`config.mk`:
```
export PLATFORM = sky130hd
export DESIGN_NAME = cpr_ctrl
export DESIGN_NICKNAME = d
export VERILOG_FILES = /design/src/hw/cpr_pkg.sv /design/src/hw/cpr_ctrl.sv
export SDC_FILE = /design/constraint.sdc
export NUM_CORES = 1
export LEC_CHECK = 0
export BUFFER_PORTS_ARGS = -buffer_cell sky130_fd_sc_hd__buf_2
export CAP_MARGIN = 40
export CORE_MARGIN = 5
export CORE_UTILIZATION = 50
export CTS_CLUSTER_DIAMETER = 50
export DETAILED_ROUTE_END_ITERATION = 12
export PLACE_DENSITY = 0.69
export SYNTH_ARGS = -nofsm -noshare
export SYNTH_HDL_FRONTEND = slang
export SYNTH_SLANG_ARGS = --single-unit
export TNS_END_PERCENT = 20
```
`constraint.sdc`:
```
create_clock -name i_clk -period 5.4 [get_ports i_clk]
set_input_delay 0.27 -clock i_clk [delete_from_list [all_inputs] [get_ports i_clk]]
set_output_delay 0.27 -clock i_clk [all_outputs]
set_load 0.1 [all_outputs]
```
`src/hw/cpr_pkg.sv`:
```
// Purpose: shared constants and types for codec power, calibration and rate control
// Assumes: 20 MHz system clock, 8-bit register port
// Notes: register offsets and field positions live here only
package cpr_pkg;
    // ==========================================================
    // clock and timing
    localparam int CLK_HZ = 20_000_000;
    localparam int INIT_MS = 512; // full initialisation time
    localparam int TPD_MS = 3; // total power-down sequencing time
    localparam int FAST_US = 200; // on-the-fly rate change busy time
    localparam int INIT_CYC = CLK_HZ / 1000 * INIT_MS;
    localparam int TPD_CYC = CLK_HZ / 1000 * TPD_MS;
    localparam int FAST_CYC = CLK_HZ / 1_000_000 * FAST_US;
    localparam int UNMUTE_TICKS = 128; // sample periods to restore after exit
    localparam int CAL_TICKS = 384; // sample periods of autocalibration
    // ==========================================================
    // register offsets
    localparam logic [2:0] A_CTRL = 3'h0;
    localparam logic [2:0] A_PWR = 3'h1;
    localparam logic [2:0] A_TOT = 3'h2;
    localparam logic [2:0] A_CLK = 3'h3;
    localparam logic [2:0] A_FU = 3'h4;
    localparam logic [2:0] A_FL = 3'h5;
    localparam logic [2:0] A_STAT = 3'h6;
    // ==========================================================
    // field positions
    localparam int B_MCE = 0; // mode_change_state
    localparam int B_AUTOCAL_REQUEST = 1; // autocal_request
    localparam int B_SKIP = 2; // skip_init_wait
    localparam int B_EXP = 3; // expanded_mode (clear = compat_mode)
    localparam int B_FREQ_REGISTER_ENABLE = 4; // freq_register_enable
    localparam int B_ADC = 0;
    localparam int B_DAC = 1;
    localparam int B_MIX = 2;
    localparam int B_TOT = 0;
    localparam int B_CSS = 3; // clock_source_select, cds in bits 2:0
    // ==========================================================
    // reset values
    localparam logic [7:0] CTRL_RST = 8'h01; // mode-change state after init
    localparam logic [7:0] PWR_RST = 8'h00;
    localparam logic [7:0] CLK_RST = 8'h07;
    localparam logic [7:0] FU_RST = 8'hbb;
    localparam logic [7:0] FL_RST = 8'h80;
    localparam logic [7:0] BUSY_VAL = 8'h80;
    // ==========================================================
    // types
    typedef enum logic [2:0] {
        PM_OPER, PM_STANDBY, PM_MIXPD, PM_MIXONLY, PM_ADCPD, PM_DACPD, PM_TOTAL
    } cpr_pmode_e;
    typedef struct packed {
        logic adc_on;
        logic dac_on;
        logic mix_on;
        logic vref_on;
        logic cap_flush;
        logic play_flush;
        logic mute;
    } cpr_pwr_s;
endpackage

```
`src/hw/cpr_ctrl.sv`:
```
// Purpose: power-down modes, offset autocalibration and sample-rate control
// Assumes: inputs synchronous to i_clk; registers over a plain strobe port
// Notes: reads return the busy value while initialising or resynchronising
//
// Summary of operation
// - total power-down bit set only in mode change, clearing always taken
// - clearing total bit runs 512 ms initialisation
// - total power-down: all off, FIFOs flushed
// - 3 ms total entry, one sample partials
// - exit in one sample, 128 more to unmute
// - standby mutes, keeps reference, flushes both
// - mixer power-down: playback off, capture alive
// - mixer-only: both converters off, flush both
// - ADC power-down flushes capture, playback continues
// - DAC power-down flushes playback, capture continues
// - first mode change exit always calibrates
// - later exits calibrate only on request
// - calibration flag high 384 sample periods
// - transfers held off during calibration
// - calibration invalidates converter data paths
// - rate from divide table or frequency registers
// - resync ignores writes, reads return 80h
// - on-the-fly busy 200 us unless skipped
// - expanded mode rate in 1 Hz steps
// - hardware power-down pin overrides software states
//
// Added by the designer: the register addresses and strobed register access.
`timescale 1ns/1ps
module cpr_ctrl #(
    parameter int INIT_CYCLES = cpr_pkg::INIT_CYC,
    parameter int TPD_CYCLES = cpr_pkg::TPD_CYC
) (
    input wire logic i_clk,
    input wire logic i_rst,
    input wire logic i_hw_pd_n, // hardware power-down pin, low = down
    input wire logic [2:0] i_addr,
    input wire logic [7:0] i_wdata,
    input wire logic i_wr,
    input wire logic i_rd,
    output logic [7:0] o_rdata,
    output cpr_pkg::cpr_pwr_s o_pwr, // converter, mixer, reference controls
    output logic o_xfer_hold, // capture and playback transfers held off
    output logic o_cal_run, // converter data meaningless, dac input ignored
    output logic o_sample_tick, // one pulse per sample period
    output logic [15:0] o_rate_hz // active sample rate
);
    // ==========================================================
    // state
    typedef enum logic [2:0] {
        ST_INIT, ST_RUN, ST_TPD_DN, ST_TPD, ST_HWPD, ST_BUSY, ST_CAL
    } cpr_st_e;

    cpr_st_e st_q; // main sequencer state
    logic [23:0] cnt_q; // cycle counter, counts up
    logic [8:0] tk_q; // sample-tick counter for calibration, counts up
    logic [7:0] ctrl_q; // mode change, autocal request, skip, mode, freq_register_enable
    logic [7:0] pwr_q; // partial power-down bits
    logic [7:0] tot_q; // total power-down bit
    logic [7:0] clk_q; // clock divide and source
    logic [7:0] fu_q; // frequency select upper byte
    logic [7:0] fl_q; // frequency select lower byte
    logic cal_done_q; // a calibration has run since init
    logic [24:0] acc_q; // sample rate phase accumulator
    cpr_pkg::cpr_pmode_e mode_q; // applied power mode
    logic [7:0] unm_q; // remaining unmute sample periods
    logic [15:0] rate; // selected sample rate
    logic busy; // reads show busy value
    logic wr_ok; // write is accepted
    logic mce_fall; // write leaves the mode change state
    logic clk_wr; // write to clock and format register
    logic [24:0] acc_sum; // accumulator next sum
    cpr_pkg::cpr_pmode_e req_mode; // decoded requested mode
    cpr_pkg::cpr_pwr_s pwr_d; // power controls of the applied mode

    // ==========================================================
    // functions
    // fixed-priority mode decode, unlisted combinations go to superset
    function automatic cpr_pkg::cpr_pmode_e decode(input logic t, input logic a,
                                                   input logic d, input logic m);
        if (t) begin
            decode = cpr_pkg::PM_TOTAL;
        end else if (a && m) begin
            decode = cpr_pkg::PM_STANDBY;
        end else if (m) begin
            decode = cpr_pkg::PM_MIXPD;
        end else if (a && d) begin
            decode = cpr_pkg::PM_MIXONLY;
        end else if (a) begin
            decode = cpr_pkg::PM_ADCPD;
        end else if (d) begin
            decode = cpr_pkg::PM_DACPD;
        end else begin
            decode = cpr_pkg::PM_OPER;
        end
    endfunction

    // compat divide table, source select halves the rate
    function automatic logic [15:0] table_rate(input logic [2:0] cds, input logic clock_source_select);
        logic [15:0] r;
        r = 16'h1f40;
        unique case (cds)
            3'h0: r = 16'h1f40; // 8000
            3'h1: r = 16'h2b11; // 11025
            3'h2: r = 16'h3e80; // 16000
            3'h3: r = 16'h5622; // 22050
            3'h4: r = 16'h7d00; // 32000
            3'h5: r = 16'h93a8; // 37800
            3'h6: r = 16'hac44; // 44100
            3'h7: r = 16'hbb80; // 48000
        endcase
        table_rate = clock_source_select ? (r >> 1) : r;
    endfunction

    // ==========================================================
    // decode of bus requests
    always_comb begin
        busy = (st_q == ST_INIT) || (st_q == ST_BUSY) || (st_q == ST_HWPD);
        wr_ok = i_wr && !busy;
        clk_wr = wr_ok && (i_addr == cpr_pkg::A_CLK);
        mce_fall = wr_ok && (i_addr == cpr_pkg::A_CTRL) && ctrl_q[cpr_pkg::B_MCE]
                   && !i_wdata[cpr_pkg::B_MCE];
        req_mode = decode(tot_q[cpr_pkg::B_TOT], pwr_q[cpr_pkg::B_ADC],
                          pwr_q[cpr_pkg::B_DAC], pwr_q[cpr_pkg::B_MIX]);
        // frequency registers take over in expanded mode with freq_register_enable set
        if (ctrl_q[cpr_pkg::B_EXP] && ctrl_q[cpr_pkg::B_FREQ_REGISTER_ENABLE]) begin
            rate = {fu_q, fl_q};
        end else begin
            rate = table_rate(clk_q[2:0], clk_q[cpr_pkg::B_CSS]);
        end
    end

    // ==========================================================
    // register file
    always_ff @(posedge i_clk or posedge i_rst) begin
        if (i_rst) begin
            ctrl_q <= cpr_pkg::CTRL_RST;
            pwr_q <= cpr_pkg::PWR_RST;
            tot_q <= 8'h00;
            clk_q <= cpr_pkg::CLK_RST;
            fu_q <= cpr_pkg::FU_RST;
            fl_q <= cpr_pkg::FL_RST;
        end else if (st_q == ST_INIT || st_q == ST_HWPD) begin
            // defaults restored by initialisation
            ctrl_q <= cpr_pkg::CTRL_RST;
            pwr_q <= cpr_pkg::PWR_RST;
            tot_q <= 8'h00;
            clk_q <= cpr_pkg::CLK_RST;
            fu_q <= cpr_pkg::FU_RST;
            fl_q <= cpr_pkg::FL_RST;
        end else if (wr_ok) begin
            unique case (i_addr)
                cpr_pkg::A_CTRL: ctrl_q <= {3'h0, i_wdata[4:0]};
                cpr_pkg::A_PWR: pwr_q <= {5'h0, i_wdata[2:0]};
                cpr_pkg::A_TOT: begin
                    // setting needs mode change, clearing is always taken
                    if (ctrl_q[cpr_pkg::B_MCE] || !i_wdata[cpr_pkg::B_TOT]) begin
                        tot_q <= {7'h0, i_wdata[cpr_pkg::B_TOT]};
                    end
                end
                cpr_pkg::A_CLK: clk_q <= {4'h0, i_wdata[3:0]};
                cpr_pkg::A_FU: fu_q <= i_wdata;
                cpr_pkg::A_FL: fl_q <= i_wdata;
                default: begin
                    // status and unmapped: write ignored
                end
            endcase
        end
    end

    // ==========================================================
    // main sequencer
    always_ff @(posedge i_clk or posedge i_rst) begin
        if (i_rst) begin
            st_q <= ST_INIT;
            cnt_q <= 24'h0;
            tk_q <= 9'h0;
            cal_done_q <= 1'b0;
        end else if (!i_hw_pd_n) begin
            st_q <= ST_HWPD;
            cal_done_q <= 1'b0;
        end else begin
            unique case (st_q)
                ST_HWPD: begin
                    st_q <= ST_INIT;
                    cnt_q <= 24'h0;
                end
                ST_INIT: begin
                    // full initialisation delay
                    if (cnt_q == 24'(INIT_CYCLES - 1)) begin
                        st_q <= ST_RUN;
                        cnt_q <= 24'h0;
                    end else begin
                        cnt_q <= cnt_q + 24'h1;
                    end
                end
                ST_RUN: begin
                    if (tot_q[cpr_pkg::B_TOT]) begin
                        st_q <= ST_TPD_DN;
                        cnt_q <= 24'h0;
                    end else if (mce_fall && (!cal_done_q || ctrl_q[cpr_pkg::B_AUTOCAL_REQUEST])) begin
                        st_q <= ST_CAL;
                        tk_q <= 9'h0;
                        cal_done_q <= 1'b1;
                    end else if (clk_wr && (ctrl_q[cpr_pkg::B_MCE]
                                 || !ctrl_q[cpr_pkg::B_SKIP])) begin
                        st_q <= ST_BUSY;
                        cnt_q <= 24'h0;
                    end
                end
                ST_BUSY: begin
                    // resynchronisation to the new clock
                    if (cnt_q == 24'(cpr_pkg::FAST_CYC - 1)) begin
                        st_q <= ST_RUN;
                        cnt_q <= 24'h0;
                    end else begin
                        cnt_q <= cnt_q + 24'h1;
                    end
                end
                ST_CAL: begin
                    // count sample periods of calibration
                    if (o_sample_tick) begin
                        if (tk_q == 9'(cpr_pkg::CAL_TICKS - 1)) begin
                            st_q <= ST_RUN;
                        end else begin
                            tk_q <= tk_q + 9'h1;
                        end
                    end
                end
                ST_TPD_DN: begin
                    // sequenced shutdown before total power-down
                    if (cnt_q == 24'(TPD_CYCLES - 1)) begin
                        st_q <= ST_TPD;
                        cnt_q <= 24'h0;
                    end else begin
                        cnt_q <= cnt_q + 24'h1;
                    end
                end
                ST_TPD: begin
                    if (!tot_q[cpr_pkg::B_TOT]) begin
                        st_q <= ST_INIT;
                        cnt_q <= 24'h0;
                        cal_done_q <= 1'b0;
                    end
                end
            endcase
        end
    end

    // ==========================================================
    // sample tick from rate accumulator
    assign acc_sum = acc_q + {9'h0, rate};

    always_ff @(posedge i_clk or posedge i_rst) begin
        if (i_rst) begin
            acc_q <= 25'h0;
            o_sample_tick <= 1'b0;
            o_rate_hz <= 16'h0;
        end else begin
            o_rate_hz <= rate;
            // one tick each time the sum wraps the clock rate
            if (acc_sum >= 25'(cpr_pkg::CLK_HZ)) begin
                acc_q <= acc_sum - 25'(cpr_pkg::CLK_HZ);
                o_sample_tick <= 1'b1;
            end else begin
                acc_q <= acc_sum;
                o_sample_tick <= 1'b0;
            end
        end
    end

    // ==========================================================
    // applied mode follows request one sample later
    always_ff @(posedge i_clk or posedge i_rst) begin
        if (i_rst) begin
            mode_q <= cpr_pkg::PM_TOTAL;
            unm_q <= 8'h0;
        end else if (st_q == ST_HWPD || st_q == ST_INIT || st_q == ST_TPD) begin
            mode_q <= cpr_pkg::PM_TOTAL;
            unm_q <= 8'(cpr_pkg::UNMUTE_TICKS);
        end else if (o_sample_tick) begin
            if (req_mode != mode_q && req_mode != cpr_pkg::PM_TOTAL) begin
                mode_q <= req_mode;
                unm_q <= 8'(cpr_pkg::UNMUTE_TICKS);
            end else if (unm_q != 8'h0) begin
                unm_q <= unm_q - 8'h1;
            end
        end
    end

    // power controls of each applied mode
    always_comb begin
        pwr_d = '0;
        unique case (mode_q)
            cpr_pkg::PM_OPER: pwr_d = 7'b1111_000;
            cpr_pkg::PM_STANDBY: pwr_d = 7'b0001_111;
            cpr_pkg::PM_MIXPD: pwr_d = 7'b1001_011;
            cpr_pkg::PM_MIXONLY: pwr_d = 7'b0011_110;
            cpr_pkg::PM_ADCPD: pwr_d = 7'b0111_100;
            cpr_pkg::PM_DACPD: pwr_d = 7'b1011_010;
            cpr_pkg::PM_TOTAL: pwr_d = 7'b0000_111;
        endcase
        // restore period and calibration keep outputs muted
        if (unm_q != 8'h0 || st_q == ST_CAL || st_q == ST_TPD_DN) begin
            pwr_d.mute = 1'b1;
        end
    end

    // ==========================================================
    // output flops
    always_ff @(posedge i_clk or posedge i_rst) begin
        if (i_rst) begin
            o_pwr <= 7'b0000_111;
            o_xfer_hold <= 1'b1;
            o_cal_run <= 1'b0;
        end else begin
            o_pwr <= pwr_d;
            o_xfer_hold <= busy || (st_q == ST_CAL);
            o_cal_run <= (st_q == ST_CAL);
        end
    end

    // read port, data valid only in the cycle after the strobe
    always_ff @(posedge i_clk or posedge i_rst) begin
        if (i_rst) begin
            o_rdata <= 8'h0;
        end else if (!i_rd) begin
            o_rdata <= 8'h0;
        end else if (busy) begin
            o_rdata <= cpr_pkg::BUSY_VAL;
        end else begin
            unique case (i_addr)
                cpr_pkg::A_CTRL: o_rdata <= ctrl_q;
                cpr_pkg::A_PWR: o_rdata <= pwr_q;
                cpr_pkg::A_TOT: o_rdata <= tot_q;
                cpr_pkg::A_CLK: o_rdata <= clk_q;
                cpr_pkg::A_FU: o_rdata <= fu_q;
                cpr_pkg::A_FL: o_rdata <= fl_q;
                cpr_pkg::A_STAT: o_rdata <= {5'h0, unm_q != 8'h0,
                                             st_q == ST_TPD, st_q == ST_CAL};
                default: o_rdata <= 8'h0;
            endcase
        end
    end
endmodule

```
==> summary.txt <==
Drt
  – DRC: 0
  – WL per Instance: about 17 um
  – Vias: 6894
  – Post-route ant nets: 0
  – Post-Route WL: between 15000 and 20000 um
  – Number of vias per cell: 5.82
  – DRT Pass-1 Iters: 5
  – DR iter-0 viols: about 560

Clock tree
  – H-tree depth: 4
  – TritonCTS buffer count: 17
  – Clk sink count: between 100 and 150
  – Clock tree buffer depth: 2
  – Clk slew on worst S/H paths: 0.06 ns
  – Clock Root Buffer: clkbuf_16
  – Clock latency on the worst-skew pair: 0.43 ns
  – CTS tree: done

Worst setup path
  – Slowest CP cell: dfstp_2
  – Instance count on the critical path: 15
  – Buf/Inv on CP: 1
  – Max stage delay on crit path: approximately 0.62 ns
  – Crit path DAT: approximately 5.3 ns
  – Critical path's top delay family: simple AND/OR/NAND/NOR gates
  – WS Path Type: flip-flop to flip-flop
  – Reg-to-reg setup timing slack: about 0.38 ns
  – Critical path endpoint category: flip-flop
  – Worst Setup EP: acc_q[21]
  – Worst-path cell chain: inv_1 > ha_1 > mux4_2 > mux2_2 > ha_1 > nand2_1 > a21oi_1 > o21ai_0 > nand2_1 > xor2_1 > a31o_2 > a211o_1 > and3_2 > nor3_1 > or4b_1
  – Worst r2r path cells: 15
  – Critical Path Start Type: flip-flop
  – Worst reg2reg endpoint: acc_q[21]
  – Worst Path Required: between 5 and 6 ns
  – Worst-path fanout max: 14
  – Worst R2R Start: clk_q[0]
  – Crit path from: clk_q[0]

Power and ir drop
  – Power per cell area: about 460 nW/um^2
  – VDD IR max: between 300 and 400 uV
  – Lkg Pwr: 0.00421 uW

Yosys
  – Yosys top cell area share: 36.3%
  – Top cells by area, synth: dfrtp_1 (36%), dfstp_2 (5.4%), nand2_1 (5.0%), ha_1 (4.7%), o21ai_0 (4.1%)
  – Synth cell types: 74
  – Seq/Total Area, Yosys: a little over two fifths
  – Synthesized flop and latch total: 136
  – Top-count cell post-synth: dfrtp_1
  – Top cells by count, synth: dfrtp_1 (119), nand2_1 (109), nor2_1 (89)
  – Yosys top cell by area: dfrtp_1
  – Primary FF master, synth: dfrtp_1
  – Number of synthesized flops with an enable pin: 0
  – Synth Area per Inst: 8.98 um^2
  – Post-synth ARST share: 100%
  – Syn Inst Count: around 910
  – Synth warnings: 0
  – Post-Synthesis Cell Area: 8200 um^2
  – Synthesized Nets: approximately 960

Floorplanning
  – Die width: around 140 um
  – Total die area: approximately 19000 um^2
  – Die height: between 100 and 150 um
  – Num ports: 50
  – FP Rows: 46
  – Initial Util: 51.3%
  – Core footprint: ~16000 um^2

Cells and area
  – Core Util, Final: between 50% and 60%
  – Share of layout cells above drive strength 1: 15.8%
  – Nets: 1004
  – Antenna Cells: 0
  – Area delta synth->final: 13.3%

Global routing
  – Largest net degree at the start of global routing: 74
  – Grt ovf: 0
  – Vias in the first global route: about 6600
  – GR Util All Layers: 20.9%
  – Antenna violations before repair: 0
  – First-pass GRT wire length: 33200 um

Placement
  – Dpl hpwl: 14200 um
  – RePlAce Congestion: 0.900
  – Port bufs: a little under 50

STA
  – Fin crit share: ~93%
  – Slew Limit Fails: 0
  – RSZ-0062 raised after global routing: no
  – Fmax achieved: 199 MHz
  – Final Hold Viols: 0
  – Final TNS setup: 0 ns
  – Worst-margin pin slew: 0.849 ns
  – Max_slew headroom: a little over two fifths
  – Final setup fails: 0
  – Fin Clk Skew: 0.00814 ns
  – Min Tclk post-route: around 5.0 ns

Job
  – Max-cap viol count: 0

Min path
  – HP Class: input pin to flip-flop

Outcome
  – Status: finished, final reports clean
## flip-flops by register name (all words and copies together), names as in the netlist
signal	count
o_sample_tick	1
tk_q	9
o_xfer_hold	1
cal_done_q	1
unm_q	8
fl_q	8
cnt_q	24
mode_q	3
o_rate_hz	16
tot_q	1
o_pwr	7
pwr_q	3
o_cal_run	1
fu_q	8
st_q	3
clk_q	4
o_rdata	8
ctrl_q	5
acc_q	25
## worst min-delay path: cells and delay by family
family / cells / cell delay [ns]
buffers and inverters: 1 / 0.11
AND/OR/NAND/NOR: 2 / 0.12
## power breakdown
group | leakage, uW | switching [uW] | internal (uW) | total, uW
combinational | 0.00217 | 1120 | 645 | 1770
sequential | 0.00174 | 117 | 1170 | 1280
clock | 0.000300 | 452 | 750 | 1200
## per-stage QoR
step	total power, uW	worst slack [ns]	hold WS, ns	instances	cell area [um^2]
3_3_place_gp	3010	0.231	0.417	1147	8620
2_1_floorplan	2670	0.893	0.366	914	8200
6_report	4250	0.380	0.0818	1185	9300
4_1_cts	4250	0.0766	0.0662	1183	9260
5_1_grt	4510	0.0304	0.0714	1185	9300
3_5_place_dp	3030	0.101	0.420	1150	8640
## what timing repair did
action | in CTS | in global routing
setup buffers | 0 | 2
gates resized for setup | 0 | 6
hold buffers | 1 | 0
endpoints found under the hold margin | 57 | 0
endpoints found under the setup margin | 0 | 15
## cells in the final DEF, fill, tap and decap left out, drive strengths merged, types with 4 or more instances in the layout
cell type    n
nor2        91
a211oi       6
nand2      109
dfstp       17
o2111ai      4
nor2b        8
clkinv       6
or4b         4
o21a         8
a21oi       59
o31ai        8
nand2b       8
clkbuf      20
inv         31
or2          5
mux2i       27
o21ai       72
xnor2       28
or3          4
and2        13
and4         8
nor3        22
buf         63
and3        19
nand4        9
o211ai      12
mux2         8
nand3       37
xor2        24
a21o        17
dfrtp      119
ha          31
a221oi       7
nor4         9
a41oi        4
o22ai        4
## per-layer routing
metal,vias to the layer above,part of all wire [%],GRT usage (%)
li1,3352,-,-
met1,3333,46,27.5
met2,177,48,34.6
met3,32,3.7,4.45
met4,0,2.2,7.07
met5,-,0,0
## worst min path at each step
| stage | start | to | cells past startpoint |
|---|---|---|---|
| 2_1_floorplan | i_hw_pd_n | st_q[2] | 1 |
| 3_3_place_gp | i_rst | o_rate_hz[6] | 2 |
| 3_5_place_dp | i_rst | o_rate_hz[6] | 2 |
| 4_1_cts | i_wdata[7] | fu_q[7] | 3 |
| 5_1_grt | i_wdata[7] | fu_q[7] | 3 |
| 6_report | i_wdata[7] | fu_q[7] | 3 |
## cell families after synthesis
kind of cell | share of synthesized area, %
AND/OR/NAND/NOR | 20.7
multiplexers | 4.94
flip-flops | 41.7
AO/OA/AOI/OAI | 18.5
buffers and inverters | 3.55
adder cells (fa/ha/maj) | 4.97
XOR/XNOR | 5.55
## layout make-up
type | count | area [um^2]
Fill cell | 1439 | 6700
Multi-Input combinational cell | 707 | 4510
Sequential cell | 136 | 3430
Clock buffer | 20 | 457
Timing Repair Buffer | 65 | 368
Tap cell | 216 | 270
Clock inverter | 12 | 149
Inverter | 29 | 114
No activity file was read; power rests on OpenSTA's default activity.
